<file path="config.mk">
export PLATFORM = sky130hd
export DESIGN_NAME = rmsi_top
export DESIGN_NICKNAME = d
export VERILOG_FILES = /design/src/rtl/rmsi_pkg.sv /design/src/rtl/rmsi_if.sv /design/src/rtl/rmsi_top.sv /design/src/rtl/rmsi_issue.sv
export VERILOG_INCLUDE_DIRS = /design/src /design/src/rtl
export SDC_FILE = /design/constraint.sdc
export NUM_CORES = 1
export LEC_CHECK = 0
export ABC_CLOCK_PERIOD_IN_PS = 1700
export BUFFER_PORTS_ARGS = -buffer_cell sky130_fd_sc_hd__buf_2
export CAP_MARGIN = 20
export CORE_ASPECT_RATIO = 0.7
export CORE_MARGIN = 2
export CORE_UTILIZATION = 49
export DETAILED_ROUTE_END_ITERATION = 8
export HOLD_SLACK_MARGIN = 0.08
export PLACE_DENSITY = 0.75
export SLEW_MARGIN = 25
export SYNTH_ARGS = -nofsm -noshare
export SYNTH_HDL_FRONTEND = slang
export SYNTH_SLANG_ARGS = --single-unit
export TNS_END_PERCENT = 100
</file>
<file path="constraint.sdc">
create_clock -name REF_CLK -period 1.7 [get_ports REF_CLK]
set_input_delay 0.17 -clock REF_CLK [delete_from_list [all_inputs] [get_ports REF_CLK]]
set_output_delay 0.17 -clock REF_CLK [all_outputs]
set_load 0.005 [all_outputs]
</file>
<file path="src/rtl/rmsi_cfg.svh">
// offsets, field positions, reset values and fixed codes of the msi block
`ifndef RMSI_CFG_SVH
`define RMSI_CFG_SVH

// register word offsets within the 4KB group
`define RMSI_OFF_FAULT_ADDR_LO  12'hE80
`define RMSI_OFF_FAULT_ADDR_HI  12'hE84
`define RMSI_OFF_FAULT_DATA     12'hE88
`define RMSI_OFF_RECOV_ADDR_LO  12'hE90
`define RMSI_OFF_RECOV_ADDR_HI  12'hE94
`define RMSI_OFF_RECOV_DATA     12'hE98
`define RMSI_OFF_RECOV_CTRL     12'hE9C

// control word field positions
`define RMSI_EN_BIT     7
`define RMSI_NS_BIT     6
`define RMSI_SHR_HI     5
`define RMSI_SHR_LO     4
`define RMSI_MT_HI      3
`define RMSI_MT_LO      0

// address register layout
`define RMSI_ADDR_TOP   55
`define RMSI_ADDR_LOW   2

// reset values and fixed codes
`define RMSI_EN_RESET       1'b0
`define RMSI_SHR_NONE       2'h0
`define RMSI_SHR_OUTER      2'h2
`define RMSI_SHR_INNER      2'h3
`define RMSI_MT_DEV_NGNRNE  4'h0
`define RMSI_MT_NORMAL_NC   4'h5
`define RMSI_DEV_CLASS      2'h0

`endif

</file>
<file path="src/rtl/rmsi_pkg.sv">
// types shared by the msi configuration block
package rmsi_pkg;

    // issue sequencer states, gray along idle -> send
    typedef enum logic [1:0] {
        RMSI_IDLE = 2'h0,
        RMSI_SEND = 2'h1
    } rmsi_state_type;

    // attributes carried with one msi write
    typedef struct packed {
        logic       ns;
        logic [1:0] shr;
        logic [3:0] mt;
    } rmsi_attr_type;

endpackage

</file>
<file path="src/rtl/rmsi_if.sv">
// link between register file and msi issue sequencer
`timescale 1ns/100ps

interface rmsi_if;
    import rmsi_pkg::*;

    logic          fault_evt;
    logic          recov_evt;
    logic [63:0]   fault_addr;
    logic [31:0]   fault_data;
    rmsi_attr_type fault_attr;
    logic [63:0]   recov_addr;
    logic [31:0]   recov_data;
    rmsi_attr_type recov_attr;

    modport cfg (
        output fault_evt, recov_evt, fault_addr, fault_data, fault_attr,
        output recov_addr, recov_data, recov_attr
    );
    modport issue (
        input fault_evt, recov_evt, fault_addr, fault_data, fault_attr,
        input recov_addr, recov_data, recov_attr
    );
endinterface

</file>
<file path="src/rtl/rmsi_top.sv">
// msi configuration registers and issue of error interrupt writes
`timescale 1ns/100ps
`include "rmsi_cfg.svh"

module rmsi_top #(
    parameter bit         CFG_IMPL        = 1'b1,
    parameter bit         FAULT_IMPL      = 1'b1,
    parameter bit         RECOV_IMPL      = 1'b1,
    parameter bit         STD_LAYOUT      = 1'b1,
    parameter bit         EN_DISABLE      = 1'b1,
    parameter bit         NS_CONFIG       = 1'b1,
    parameter bit         NS_WRITE_OK     = 1'b0,
    parameter bit         NS_RESET        = 1'b0,
    parameter bit         NS_FIXED        = 1'b0,
    parameter bit         SHR_CONFIG      = 1'b1,
    parameter logic [1:0] SHR_FIXED       = 2'h2,
    parameter bit         MT_CONFIG       = 1'b1,
    parameter logic [3:0] MT_FIXED        = 4'h0,
    parameter int         PA_BITS         = 48
) (
    input  wire logic                REF_CLK,
    input  wire logic                RESETN,
    input  wire logic                REG_WR,
    input  wire logic                REG_RD,
    input  wire logic [11:0]         REG_ADDR,
    input  wire logic [31:0]         REG_WDATA,
    input  wire logic                REG_NS,
    output logic [31:0]              REG_RDATA,
    output logic                     REG_RDVALID,
    input  wire logic                FAULT_IRQ,
    input  wire logic                RECOVERY_IRQ,
    input  wire logic                MSI_READY,
    output logic                     MSI_VALID,
    output logic [63:0]              MSI_ADDR,
    output logic [31:0]              MSI_DATA,
    output logic                     MSI_NS,
    output logic [1:0]               MSI_SHR,
    output logic [3:0]               MSI_MEMTYPE
);
    import rmsi_pkg::*;

    // register groups exist only under these build options
    // a custom layout keeps the recommended fields: a legal own choice
    localparam bit FAULT_ON = CFG_IMPL &&
                              (FAULT_IMPL || !STD_LAYOUT);
    localparam bit RECOV_ON = CFG_IMPL &&
                              (RECOV_IMPL || !STD_LAYOUT);

    // keeps bits 55:2 up to the physical address width, rest zero
    function automatic logic [63:0] addr_mask(input logic [63:0] v);
        logic [63:0] m;
        m = 64'h0;
        for (int i = `RMSI_ADDR_LOW; i <= `RMSI_ADDR_TOP; i++) begin
            if (i < PA_BITS) begin
                m[i] = 1'b1;
            end
        end
        addr_mask = v & m;
    endfunction

    // device types and non-cacheable normal are always outer shareable
    function automatic logic [1:0] eff_shr(input logic [1:0] shr,
                                           input logic [3:0] mt);
        if (mt[3:2] == `RMSI_DEV_CLASS || mt == `RMSI_MT_NORMAL_NC) begin
            eff_shr = `RMSI_SHR_OUTER;
        end else begin
            eff_shr = shr;
        end
    endfunction

    logic [63:0] fault_addr_ff,  nxt_fault_addr;
    logic [31:0] fault_data_ff,  nxt_fault_data;
    logic [63:0] recov_addr_ff,  nxt_recov_addr;
    logic [31:0] recov_data_ff,  nxt_recov_data;
    logic        en_ff,          nxt_en;
    logic        ns_ff,          nxt_ns;
    logic [1:0]  shr_ff,         nxt_shr;
    logic [3:0]  mt_ff,          nxt_mt;
    logic [31:0] rdata_ff,       nxt_rdata;
    logic        rdvalid_ff,     nxt_rdvalid;
    logic [31:0] ctrl_view;
    logic        en_eff;
    logic        ns_eff;
    logic [1:0]  shr_sel;
    logic [3:0]  mt_eff;
    logic        ctrl_wr_ok;
    rmsi_attr_type msi_attr;

    rmsi_if link ();

    // effective control fields, fixed choices where not configurable
    always_comb begin
        en_eff = EN_DISABLE ? en_ff : 1'b1;
        if (NS_WRITE_OK) begin
            ns_eff = 1'b1;
        end else if (NS_CONFIG) begin
            ns_eff = ns_ff;
        end else begin
            ns_eff = NS_FIXED;
        end
        shr_sel = SHR_CONFIG ? shr_ff : SHR_FIXED;
        mt_eff = MT_CONFIG ? mt_ff : MT_FIXED;
    end

    // control word as software sees it; absent fields read zero
    always_comb begin
        ctrl_view = 32'h0;
        if (RECOV_ON) begin
            ctrl_view[`RMSI_EN_BIT] = EN_DISABLE & en_ff;
            ctrl_view[`RMSI_NS_BIT] = NS_CONFIG & !NS_WRITE_OK & ns_ff;
            if (SHR_CONFIG) begin
                ctrl_view[`RMSI_SHR_HI:`RMSI_SHR_LO] = shr_ff;
            end
            if (MT_CONFIG) begin
                ctrl_view[`RMSI_MT_HI:`RMSI_MT_LO] = mt_ff;
            end
        end
    end

    // secure-only control word drops non-secure writes
    assign ctrl_wr_ok = RECOV_ON && (NS_WRITE_OK || !REG_NS);

    // register write decode; absent groups keep their values
    always_comb begin
        nxt_fault_addr = fault_addr_ff;
        nxt_fault_data = fault_data_ff;
        nxt_recov_addr = recov_addr_ff;
        nxt_recov_data = recov_data_ff;
        nxt_en         = en_ff;
        nxt_ns         = ns_ff;
        nxt_shr        = shr_ff;
        nxt_mt         = mt_ff;
        if (REG_WR) begin
            case (REG_ADDR)
                `RMSI_OFF_FAULT_ADDR_LO: begin
                    if (FAULT_ON) begin
                        nxt_fault_addr = addr_mask(
                            {fault_addr_ff[63:32], REG_WDATA});
                    end
                end
                `RMSI_OFF_FAULT_ADDR_HI: begin
                    if (FAULT_ON) begin
                        nxt_fault_addr = addr_mask(
                            {REG_WDATA, fault_addr_ff[31:0]});
                    end
                end
                `RMSI_OFF_FAULT_DATA: begin
                    if (FAULT_ON) begin
                        nxt_fault_data = REG_WDATA;
                    end
                end
                `RMSI_OFF_RECOV_ADDR_LO: begin
                    if (RECOV_ON) begin
                        nxt_recov_addr = addr_mask(
                            {recov_addr_ff[63:32], REG_WDATA});
                    end
                end
                `RMSI_OFF_RECOV_ADDR_HI: begin
                    if (RECOV_ON) begin
                        nxt_recov_addr = addr_mask(
                            {REG_WDATA, recov_addr_ff[31:0]});
                    end
                end
                `RMSI_OFF_RECOV_DATA: begin
                    if (RECOV_ON) begin
                        nxt_recov_data = REG_WDATA;
                    end
                end
                `RMSI_OFF_RECOV_CTRL: begin
                    if (ctrl_wr_ok) begin
                        if (EN_DISABLE) begin
                            nxt_en = REG_WDATA[`RMSI_EN_BIT];
                        end
                        if (NS_CONFIG && !NS_WRITE_OK) begin
                            nxt_ns = REG_WDATA[`RMSI_NS_BIT];
                        end
                        if (SHR_CONFIG) begin
                            nxt_shr = REG_WDATA[`RMSI_SHR_HI:`RMSI_SHR_LO];
                        end
                        if (MT_CONFIG) begin
                            nxt_mt = REG_WDATA[`RMSI_MT_HI:`RMSI_MT_LO];
                        end
                    end
                end
                default: begin
                    nxt_en = en_ff;
                end
            endcase
        end
    end

    // read decode, answered one cycle after the strobe; unmapped reads 0
    always_comb begin
        nxt_rdvalid = REG_RD;
        nxt_rdata   = 32'h0;
        if (REG_RD) begin
            case (REG_ADDR)
                `RMSI_OFF_FAULT_ADDR_LO:
                    nxt_rdata = FAULT_ON ? fault_addr_ff[31:0] : 32'h0;
                `RMSI_OFF_FAULT_ADDR_HI:
                    nxt_rdata = FAULT_ON ? fault_addr_ff[63:32] : 32'h0;
                `RMSI_OFF_FAULT_DATA:
                    nxt_rdata = FAULT_ON ? fault_data_ff : 32'h0;
                `RMSI_OFF_RECOV_ADDR_LO:
                    nxt_rdata = RECOV_ON ? recov_addr_ff[31:0] : 32'h0;
                `RMSI_OFF_RECOV_ADDR_HI:
                    nxt_rdata = RECOV_ON ? recov_addr_ff[63:32] : 32'h0;
                `RMSI_OFF_RECOV_DATA:
                    nxt_rdata = RECOV_ON ? recov_data_ff : 32'h0;
                `RMSI_OFF_RECOV_CTRL:
                    nxt_rdata = ctrl_view;
                default:
                    nxt_rdata = 32'h0;
            endcase
        end
    end

    // config registers; payloads and attributes cleared only so that
    // simulation starts clean, software must still program them
    always_ff @(posedge REF_CLK) begin
        if (!RESETN) begin
            fault_addr_ff <= 64'h0;
            fault_data_ff <= 32'h0;
            recov_addr_ff <= 64'h0;
            recov_data_ff <= 32'h0;
            en_ff         <= `RMSI_EN_RESET;
            ns_ff         <= NS_RESET;
            shr_ff        <= `RMSI_SHR_NONE;
            mt_ff         <= `RMSI_MT_DEV_NGNRNE;
            rdata_ff      <= 32'h0;
            rdvalid_ff    <= 1'b0;
        end else begin
            fault_addr_ff <= nxt_fault_addr;
            fault_data_ff <= nxt_fault_data;
            recov_addr_ff <= nxt_recov_addr;
            recov_data_ff <= nxt_recov_data;
            en_ff         <= nxt_en;
            ns_ff         <= nxt_ns;
            shr_ff        <= nxt_shr;
            mt_ff         <= nxt_mt;
            rdata_ff      <= nxt_rdata;
            rdvalid_ff    <= nxt_rdvalid;
        end
    end

    // events to the sequencer; a disabled recovery event is dropped
    assign link.fault_evt     = FAULT_IRQ & FAULT_ON;
    assign link.recov_evt     = RECOVERY_IRQ & RECOV_ON & en_eff;
    assign link.fault_addr    = fault_addr_ff;
    assign link.fault_data    = fault_data_ff;
    assign link.recov_addr    = recov_addr_ff;
    assign link.recov_data    = recov_data_ff;
    // fault control word lives elsewhere; its writes use fixed attributes
    assign link.fault_attr.ns = NS_FIXED | NS_WRITE_OK;
    assign link.fault_attr.shr = eff_shr(SHR_FIXED, MT_FIXED);
    assign link.fault_attr.mt = MT_FIXED;
    assign link.recov_attr.ns = ns_eff;
    assign link.recov_attr.shr = eff_shr(shr_sel, mt_eff);
    assign link.recov_attr.mt = mt_eff;

    rmsi_issue u_issue (
        .clk       (REF_CLK),
        .rst_n     (RESETN),
        .cfg       (link.issue),
        .msi_ready (MSI_READY),
        .msi_valid (MSI_VALID),
        .msi_addr  (MSI_ADDR),
        .msi_data  (MSI_DATA),
        .msi_attr  (msi_attr)
    );

    // attribute outputs come from the sequencer's held copy
    assign MSI_NS      = msi_attr.ns;
    assign MSI_SHR     = msi_attr.shr;
    assign MSI_MEMTYPE = msi_attr.mt;
    assign REG_RDATA   = rdata_ff;
    assign REG_RDVALID = rdvalid_ff;

endmodule // rmsi_top

</file>
<file path="src/rtl/rmsi_issue.sv">
// msi write sequencer: holds pending events and issues one write each
`timescale 1ns/100ps

module rmsi_issue (
    input  wire logic                 clk,
    input  wire logic                 rst_n,
    rmsi_if.issue                     cfg,
    input  wire logic                 msi_ready,
    output logic                      msi_valid,
    output logic [63:0]               msi_addr,
    output logic [31:0]               msi_data,
    output rmsi_pkg::rmsi_attr_type   msi_attr
);
    import rmsi_pkg::*;

    rmsi_state_type state_ff,     nxt_state;
    logic           fault_pend_ff, nxt_fault_pend;
    logic           recov_pend_ff, nxt_recov_pend;
    logic           valid_ff,     nxt_valid;
    logic [63:0]    addr_ff,      nxt_addr;
    logic [31:0]    data_ff,      nxt_data;
    rmsi_attr_type  attr_ff,      nxt_attr;

    // a new event beats the clear of its pending flag in the same cycle
    always_comb begin
        nxt_state      = state_ff;
        nxt_valid      = valid_ff;
        nxt_addr       = addr_ff;
        nxt_data       = data_ff;
        nxt_attr       = attr_ff;
        nxt_fault_pend = fault_pend_ff | cfg.fault_evt;
        nxt_recov_pend = recov_pend_ff | cfg.recov_evt;
        case (state_ff)
            RMSI_IDLE: begin
                // fault handling wins; recovery waits one write
                if (fault_pend_ff) begin
                    nxt_addr       = cfg.fault_addr;
                    nxt_data       = cfg.fault_data;
                    nxt_attr       = cfg.fault_attr;
                    nxt_valid      = 1'b1;
                    nxt_fault_pend = cfg.fault_evt;
                    nxt_state      = RMSI_SEND;
                end else if (recov_pend_ff) begin
                    nxt_addr       = cfg.recov_addr;
                    nxt_data       = cfg.recov_data;
                    nxt_attr       = cfg.recov_attr;
                    nxt_valid      = 1'b1;
                    nxt_recov_pend = cfg.recov_evt;
                    nxt_state      = RMSI_SEND;
                end
            end
            RMSI_SEND: begin
                // hold the write stable until the interconnect takes it
                if (msi_ready) begin
                    nxt_valid = 1'b0;
                    nxt_state = RMSI_IDLE;
                end
            end
            default: begin
                nxt_valid = 1'b0;
                nxt_state = RMSI_IDLE;
            end
        endcase
    end

    // state registers
    always_ff @(posedge clk) begin
        if (!rst_n) begin
            state_ff      <= RMSI_IDLE;
            fault_pend_ff <= 1'b0;
            recov_pend_ff <= 1'b0;
            valid_ff      <= 1'b0;
            addr_ff       <= 64'h0;
            data_ff       <= 32'h0;
            attr_ff       <= '0;
        end else begin
            state_ff      <= nxt_state;
            fault_pend_ff <= nxt_fault_pend;
            recov_pend_ff <= nxt_recov_pend;
            valid_ff      <= nxt_valid;
            addr_ff       <= nxt_addr;
            data_ff       <= nxt_data;
            attr_ff       <= nxt_attr;
        end
    end

    assign msi_valid = valid_ff;
    assign msi_addr  = addr_ff;
    assign msi_data  = data_ff;
    assign msi_attr  = attr_ff;

endmodule // rmsi_issue

</file>
# Yosys cells after proc, flatten, opt, wreduce, memory -nomap -nowiden
# Cells that the tools add are included.
[word_totals]
regBits = 341
latchBits = 0
ram_bits = 0
mem_bits_ro = 0
in_bits = 52
mem_count = 0
[classes]
add_sub_neg = 0
mul = 0
div_mod_pow = 0
magnitude_cmp = 0
n_eq_ne = 11
shift = 0
muxes = 31
bitwise = 8
reduce_logical = 14
[ops]
columns = ["cell", "count"]
rows = [
  ["bitwise AND 64 x 48 -> 64 bit", 4],
  ["one-hot mux 64 bit (2 select lines)", 2],
  ["one-hot mux 32 bit (7 select lines)", 1],
  ["2-to-1 mux 64 bit", 2],
  ["equality test 12 bit, second input constant", 7],
  ["2-to-1 mux 32 bit", 2],
  ["2-to-1 mux 1 bit", 16],
  ["2-to-1 mux 7 bit", 2],
  ["AND reduction 2 bit", 7],
  ["2-to-1 mux 2 bit", 4],
  ["nonzero test 2 bit", 3],
  ["equality test 4 x 3 -> 1 bit, second input constant", 1],
  ["zero test 2 bit", 2],
  ["one-hot mux 2 bit (2 select lines)", 1],
  ["inequality test 3 x 1 -> 1 bit, second input constant", 1],
  ["AND reduction 3 bit", 1],
  ["equality test 2 x 1 -> 1 bit, second input constant", 1],
  ["inequality test 2 bit, second input constant", 1],
  ["OR 1 bit", 2],
  ["one-hot mux 1 bit (2 select lines)", 1],
  ["bitwise AND 1 bit", 1],
  ["logical OR 1 bit", 1],
  ["inverter 1 bit", 1],
]

# Longest topological paths before layout
[depth]
ltp_word = 5
mapped_depth = 7

# Hierarchy
# Synthesis repeated with hierarchy kept, for this count alone.
[hier_totals]
cells_unflattened = 1304
area_unflattened_um2 = 13574.3
[modules_own_cells]
columns = ["mod", "n_inst", "cells_per_inst", "area_each_um2"]
rows = [
  ["rmsi_top", 1, 823, 8192.9],
  ["rmsi_issue", 1, 481, 5381.4],
]

# Least setup slack after synthesis
# No wires, ideal clock.
[synth_path]
path_type = "register to register"
from = "register u_issue.fault_pend_ff"
to = "register u_issue.data_ff[30] (netlist: u_issue.msi_data[30])"
arrival_time_ns = 1.405
t_required_ns = 1.584
slack_ns = 0.179
path_stages_with_launch = 8
n_path_buf = 3
path_cell_list = "dfxtp_1 -> buf_2 -> nor2_1 -> nor2_1 -> clkbuf_1 -> clkbuf_1 -> nand2_1 -> o211a_1"
[synth_via]
elab_chain_cells = 2
[synth_lines]
columns = ["item", "line", "rtl"]
rows = [
  ["start, declared", "rmsi_issue.sv:17", "logic fault_pend_ff, nxt_fault_pend;"],
  ["start signal, assigned", "rmsi_issue.sv:78", "fault_pend_ff <= nxt_fault_pend;"],
  ["nonzero test 2 bit (no line)", "n/a", ""],
  ["AND reduction 2 bit (no line)", "n/a", ""],
  ["end signal, assigned", "rmsi_issue.sv:82", "data_ff <= nxt_data;"],
  ["end, declared", "rmsi_issue.sv:21", "logic [31:0] data_ff, nxt_data;"],
]
# Several ways; a longest one is shown, not always the timed one.
# A chain may end at the register's enable or synchronous reset.

# Final worst setup path
[layout_path]
from = "input port RESETN"
to = "register rdata_ff[7] (netlist: REG_RDATA[7])"
[layout_via]
elab_chain_cells = 1
[layout_lines]
columns = ["item", "line", "rtl"]
rows = [
  ["start, declared", "rmsi_top.sv:22", "input wire logic RESETN,"],
  ["AND reduction 2 bit (no line)", "n/a", ""],
  ["end signal, assigned", "rmsi_top.sv:241", "rdata_ff <= nxt_rdata;"],
  ["end, declared", "rmsi_top.sv:79", "logic [31:0] rdata_ff, nxt_rdata;"],
]
# No other way between the ends.

==> impl_metrics.tcl <==
set metrics [dict create \
    outcome "finished, final reports clean" \
    slew_violations 0 \
    netlist_area_um2 12600 \
    yosysMostFrequentCell "dfxtp_1" \
    clkPwrFrac 0.449 \
    gp_congestion 0.856 \
    antenna_cells 0 \
    wl_per_cell_um 19.3 \
    overflow 0 \
    fin_cells 1808 \
    synth_edf_count 0 \
    nets 1507 \
    ir_drop_mv 0.682 \
    switchingPower_uw 3340 \
    die_w_um 196 \
    path_clk_slew_ps 60 \
    combPwrFrac 0.076 \
    fin_setup_tns_ps 0 \
    p_seq_frac 0.475 \
    drt_iter0_drc 741 \
    ys.flop_type "dfxtp_1" \
    antenna_left 0 \
    required_ps 2120 \
    dp_cells 1719 \
    grt.total_usage 0.251 \
    grt_max_degree 253 \
    cp-start-kind "input port" \
    cp_slowest_cell "dlygate4sd3_1" \
    endpoint_kind "register" \
    hp-class "input port to register" \
    syn_inst 1270 \
    switching_share 0.230 \
    fin_crit_sh 0.922 \
    power_density_nw_per_um2 947 \
    setup_viol_count_final 0 \
    h-tree-depth 1 \
    viasPerCell 5.65 \
    internal_power_uw 11200 \
    grt_pass1_vias 9690 \
    finalCriticalPeriod_ps 1570 \
    layout-drive-gt1-share 0.199 \
    cts_buffers 28 \
    cts_buffer_depth 3 \
    hold_depth 5 \
    totalWireLength_um 35000 \
    synth-seq-cells 285 \
    cp_cell_sequence "dlygate4sd3_1, buf_6, and2_1, nor4b_2, o21ai_1, buf_4, nor2_1" \
    grt_setup_unrepaired "false" \
    drtPass1Iterations 5 \
    clk_latency_ps 540 \
    clock_sinks 285 \
    cts_setup_buffers 0 \
    grt_pass1_wl_um 54500 \
    tritoncts "built" \
    worstSetupPathType "input port to register" \
    finalHoldWorstSlack_ps 113 \
    worstPathArrival_ps 1980 \
    async_flop_share 0 \
    synth_warnings 0 \
    fin_skew_ps 16.0 \
    relSlewSlack 0.297 \
    antenna_found_initial 1 \
    slowest_delay_ps 540 \
    leakagePower_uw 0.00733 \
    rows 49 \
    regToRegSetupSlack_ps 210 \
    avgSynthCellArea_um2 9.95 \
    critPathMaxFanout 16 \
    worstMarginPinSlew_ps 1050 \
    yosys.area.top_type_share 0.452 \
    cts_root_buf "clkbuf_16" \
    die-area_um2 27100 \
    dieHeight_um 138 \
    rr_worst_depth 4 \
    timing.fmax_ghz 0.638 \
    synth_top_cells_by_area "dfxtp_1 45%, mux2i_1 18%, o211a_1 6.2%, nor2b_1 4.9%, nand2_1 4.5%" \
    final_util 0.601 \
    ys_top_cells_by_count "285 x dfxtp_1, 229 x mux2i_1, 150 x nand2_1" \
    num_vias 10200 \
    drc_errors 0 \
    initial_utilization 0.495 \
    yosysTopAreaCell "dfxtp_1" \
    syn2layout_area_growth_pct 21.4 \
    core_um2 25500 \
    io_buffer_count 170 \
    ioPinCount 189 \
    max_cap_viol_count 0 \
    seq_area_frac_synth 0.452 \
    dp_hpwl_um 23000 \
    synthDistinctLibCells 51 \
    hold_viol_final 0 \
]
timing repair:
item                                    4_1_cts  5_1_grt
endpoints found under the hold margin       167        0
resized for setup                             0        0
hold buffers                                 37        0
endpoints found under the setup margin        0        0
worst max-delay path, delay by kind of cell:
kind            cells  cell delay, ps
compound gates      1             120
buf+inv             3             860
simple gates        3             830
power by group through the flow:
stage                     clock, µW  combinational [µW]  sequential, µW
final                          6510                1110            6890
after global routing           6890                1190            6900
after CTS                      6590                1100            6890
after detailed placement          0                1030            7040
after global placement            0                1020            7040
after floorplan                   0                 594            7040
flip-flops by register name, summed over array words and instances, names as in the netlist, 7 cells and up:
signal / count
u_issue.msi_addr: 46
u_issue.msi_data: 32
u_issue.msi_attr: 7
link.recov_addr: 46
fault_data_ff: 32
link.recov_data: 32
fault_addr_ff: 46
REG_RDATA: 32
per-layer routing:
layer / routed length (µm) / vias to the layer above / global-route usage
met5: 0 / - / 0
met2: 14900 / 349 / 0.368
met4: 697 / 0 / 0.0566
met1: 16700 / 4964 / 0.376
met3: 2620 / 50 / 0.0529
li1: - / 4855 / -
stage by stage:
step	worst slack, ps	area [µm²]	total power, µW
floorplan	179	12700	7630
global placement	2.41	14000	8060
detailed placement	-26.7	14000	8080
CTS	212	15300	14600
global route	95.3	15300	15000
finish	133	15300	14500
placed cells by master (no fill, tap or decap), types with 4 or more instances in the layout:
cell           Yosys  routed
o2bb2ai_1          5       5
nand3_1           49      49
a21boi_0           5       5
nand2_1          150     150
a22oi_1           16      16
buf_4             18      35
dlygate4sd3_1      0      37
clkbuf_16          0      29
mux2i_1          229     229
nor2_1            36      35
buf_2             24     168
a21oi_1            4       4
conb_1             1      18
buf_12             0      15
o211a_1           78      78
o21ai_0           42      42
mux2_2             8       8
a21boi_1          70      70
o22a_1            16      16
nand4_1            5       5
clkbuf_8           0      10
nor2b_1           98      98
o22ai_1            9       9
mux4_2             4       4
clkinv_2           0       4
dfxtp_1          285     284
area by class of cell:
| type | instances | area, µm² |
|---|---|---|
| inverters | 1 | 3.75 |
| well taps | 331 | 414 |
| flip-flops and latches | 285 | 5710 |
| repair buffers | 256 | 1790 |
| clock inverters | 10 | 113 |
| fillers | 2195 | 10200 |
| multi-input cells | 883 | 6430 |
| clock buffers | 42 | 875 |
worst paths after layout:
check | start | to
setup reg to reg | u_issue.fault_pend_ff | u_issue.msi_data[7]
setup / recovery | RESETN | REG_RDATA[7]
hold reg to reg | fault_data_ff[8] | fault_data_ff[8]
hold / removal | REG_NS | mt_eff[0]
cells by family after synthesis:
family                 share of synthesized area
AOI/OAI and AO/OA                          0.158
buffers and inverters                     0.0449
DFF                                        0.452
muxes                                      0.196
other                                   0.000297
and+or+nand+nor                            0.149
(Power assumes the default switching activity.)
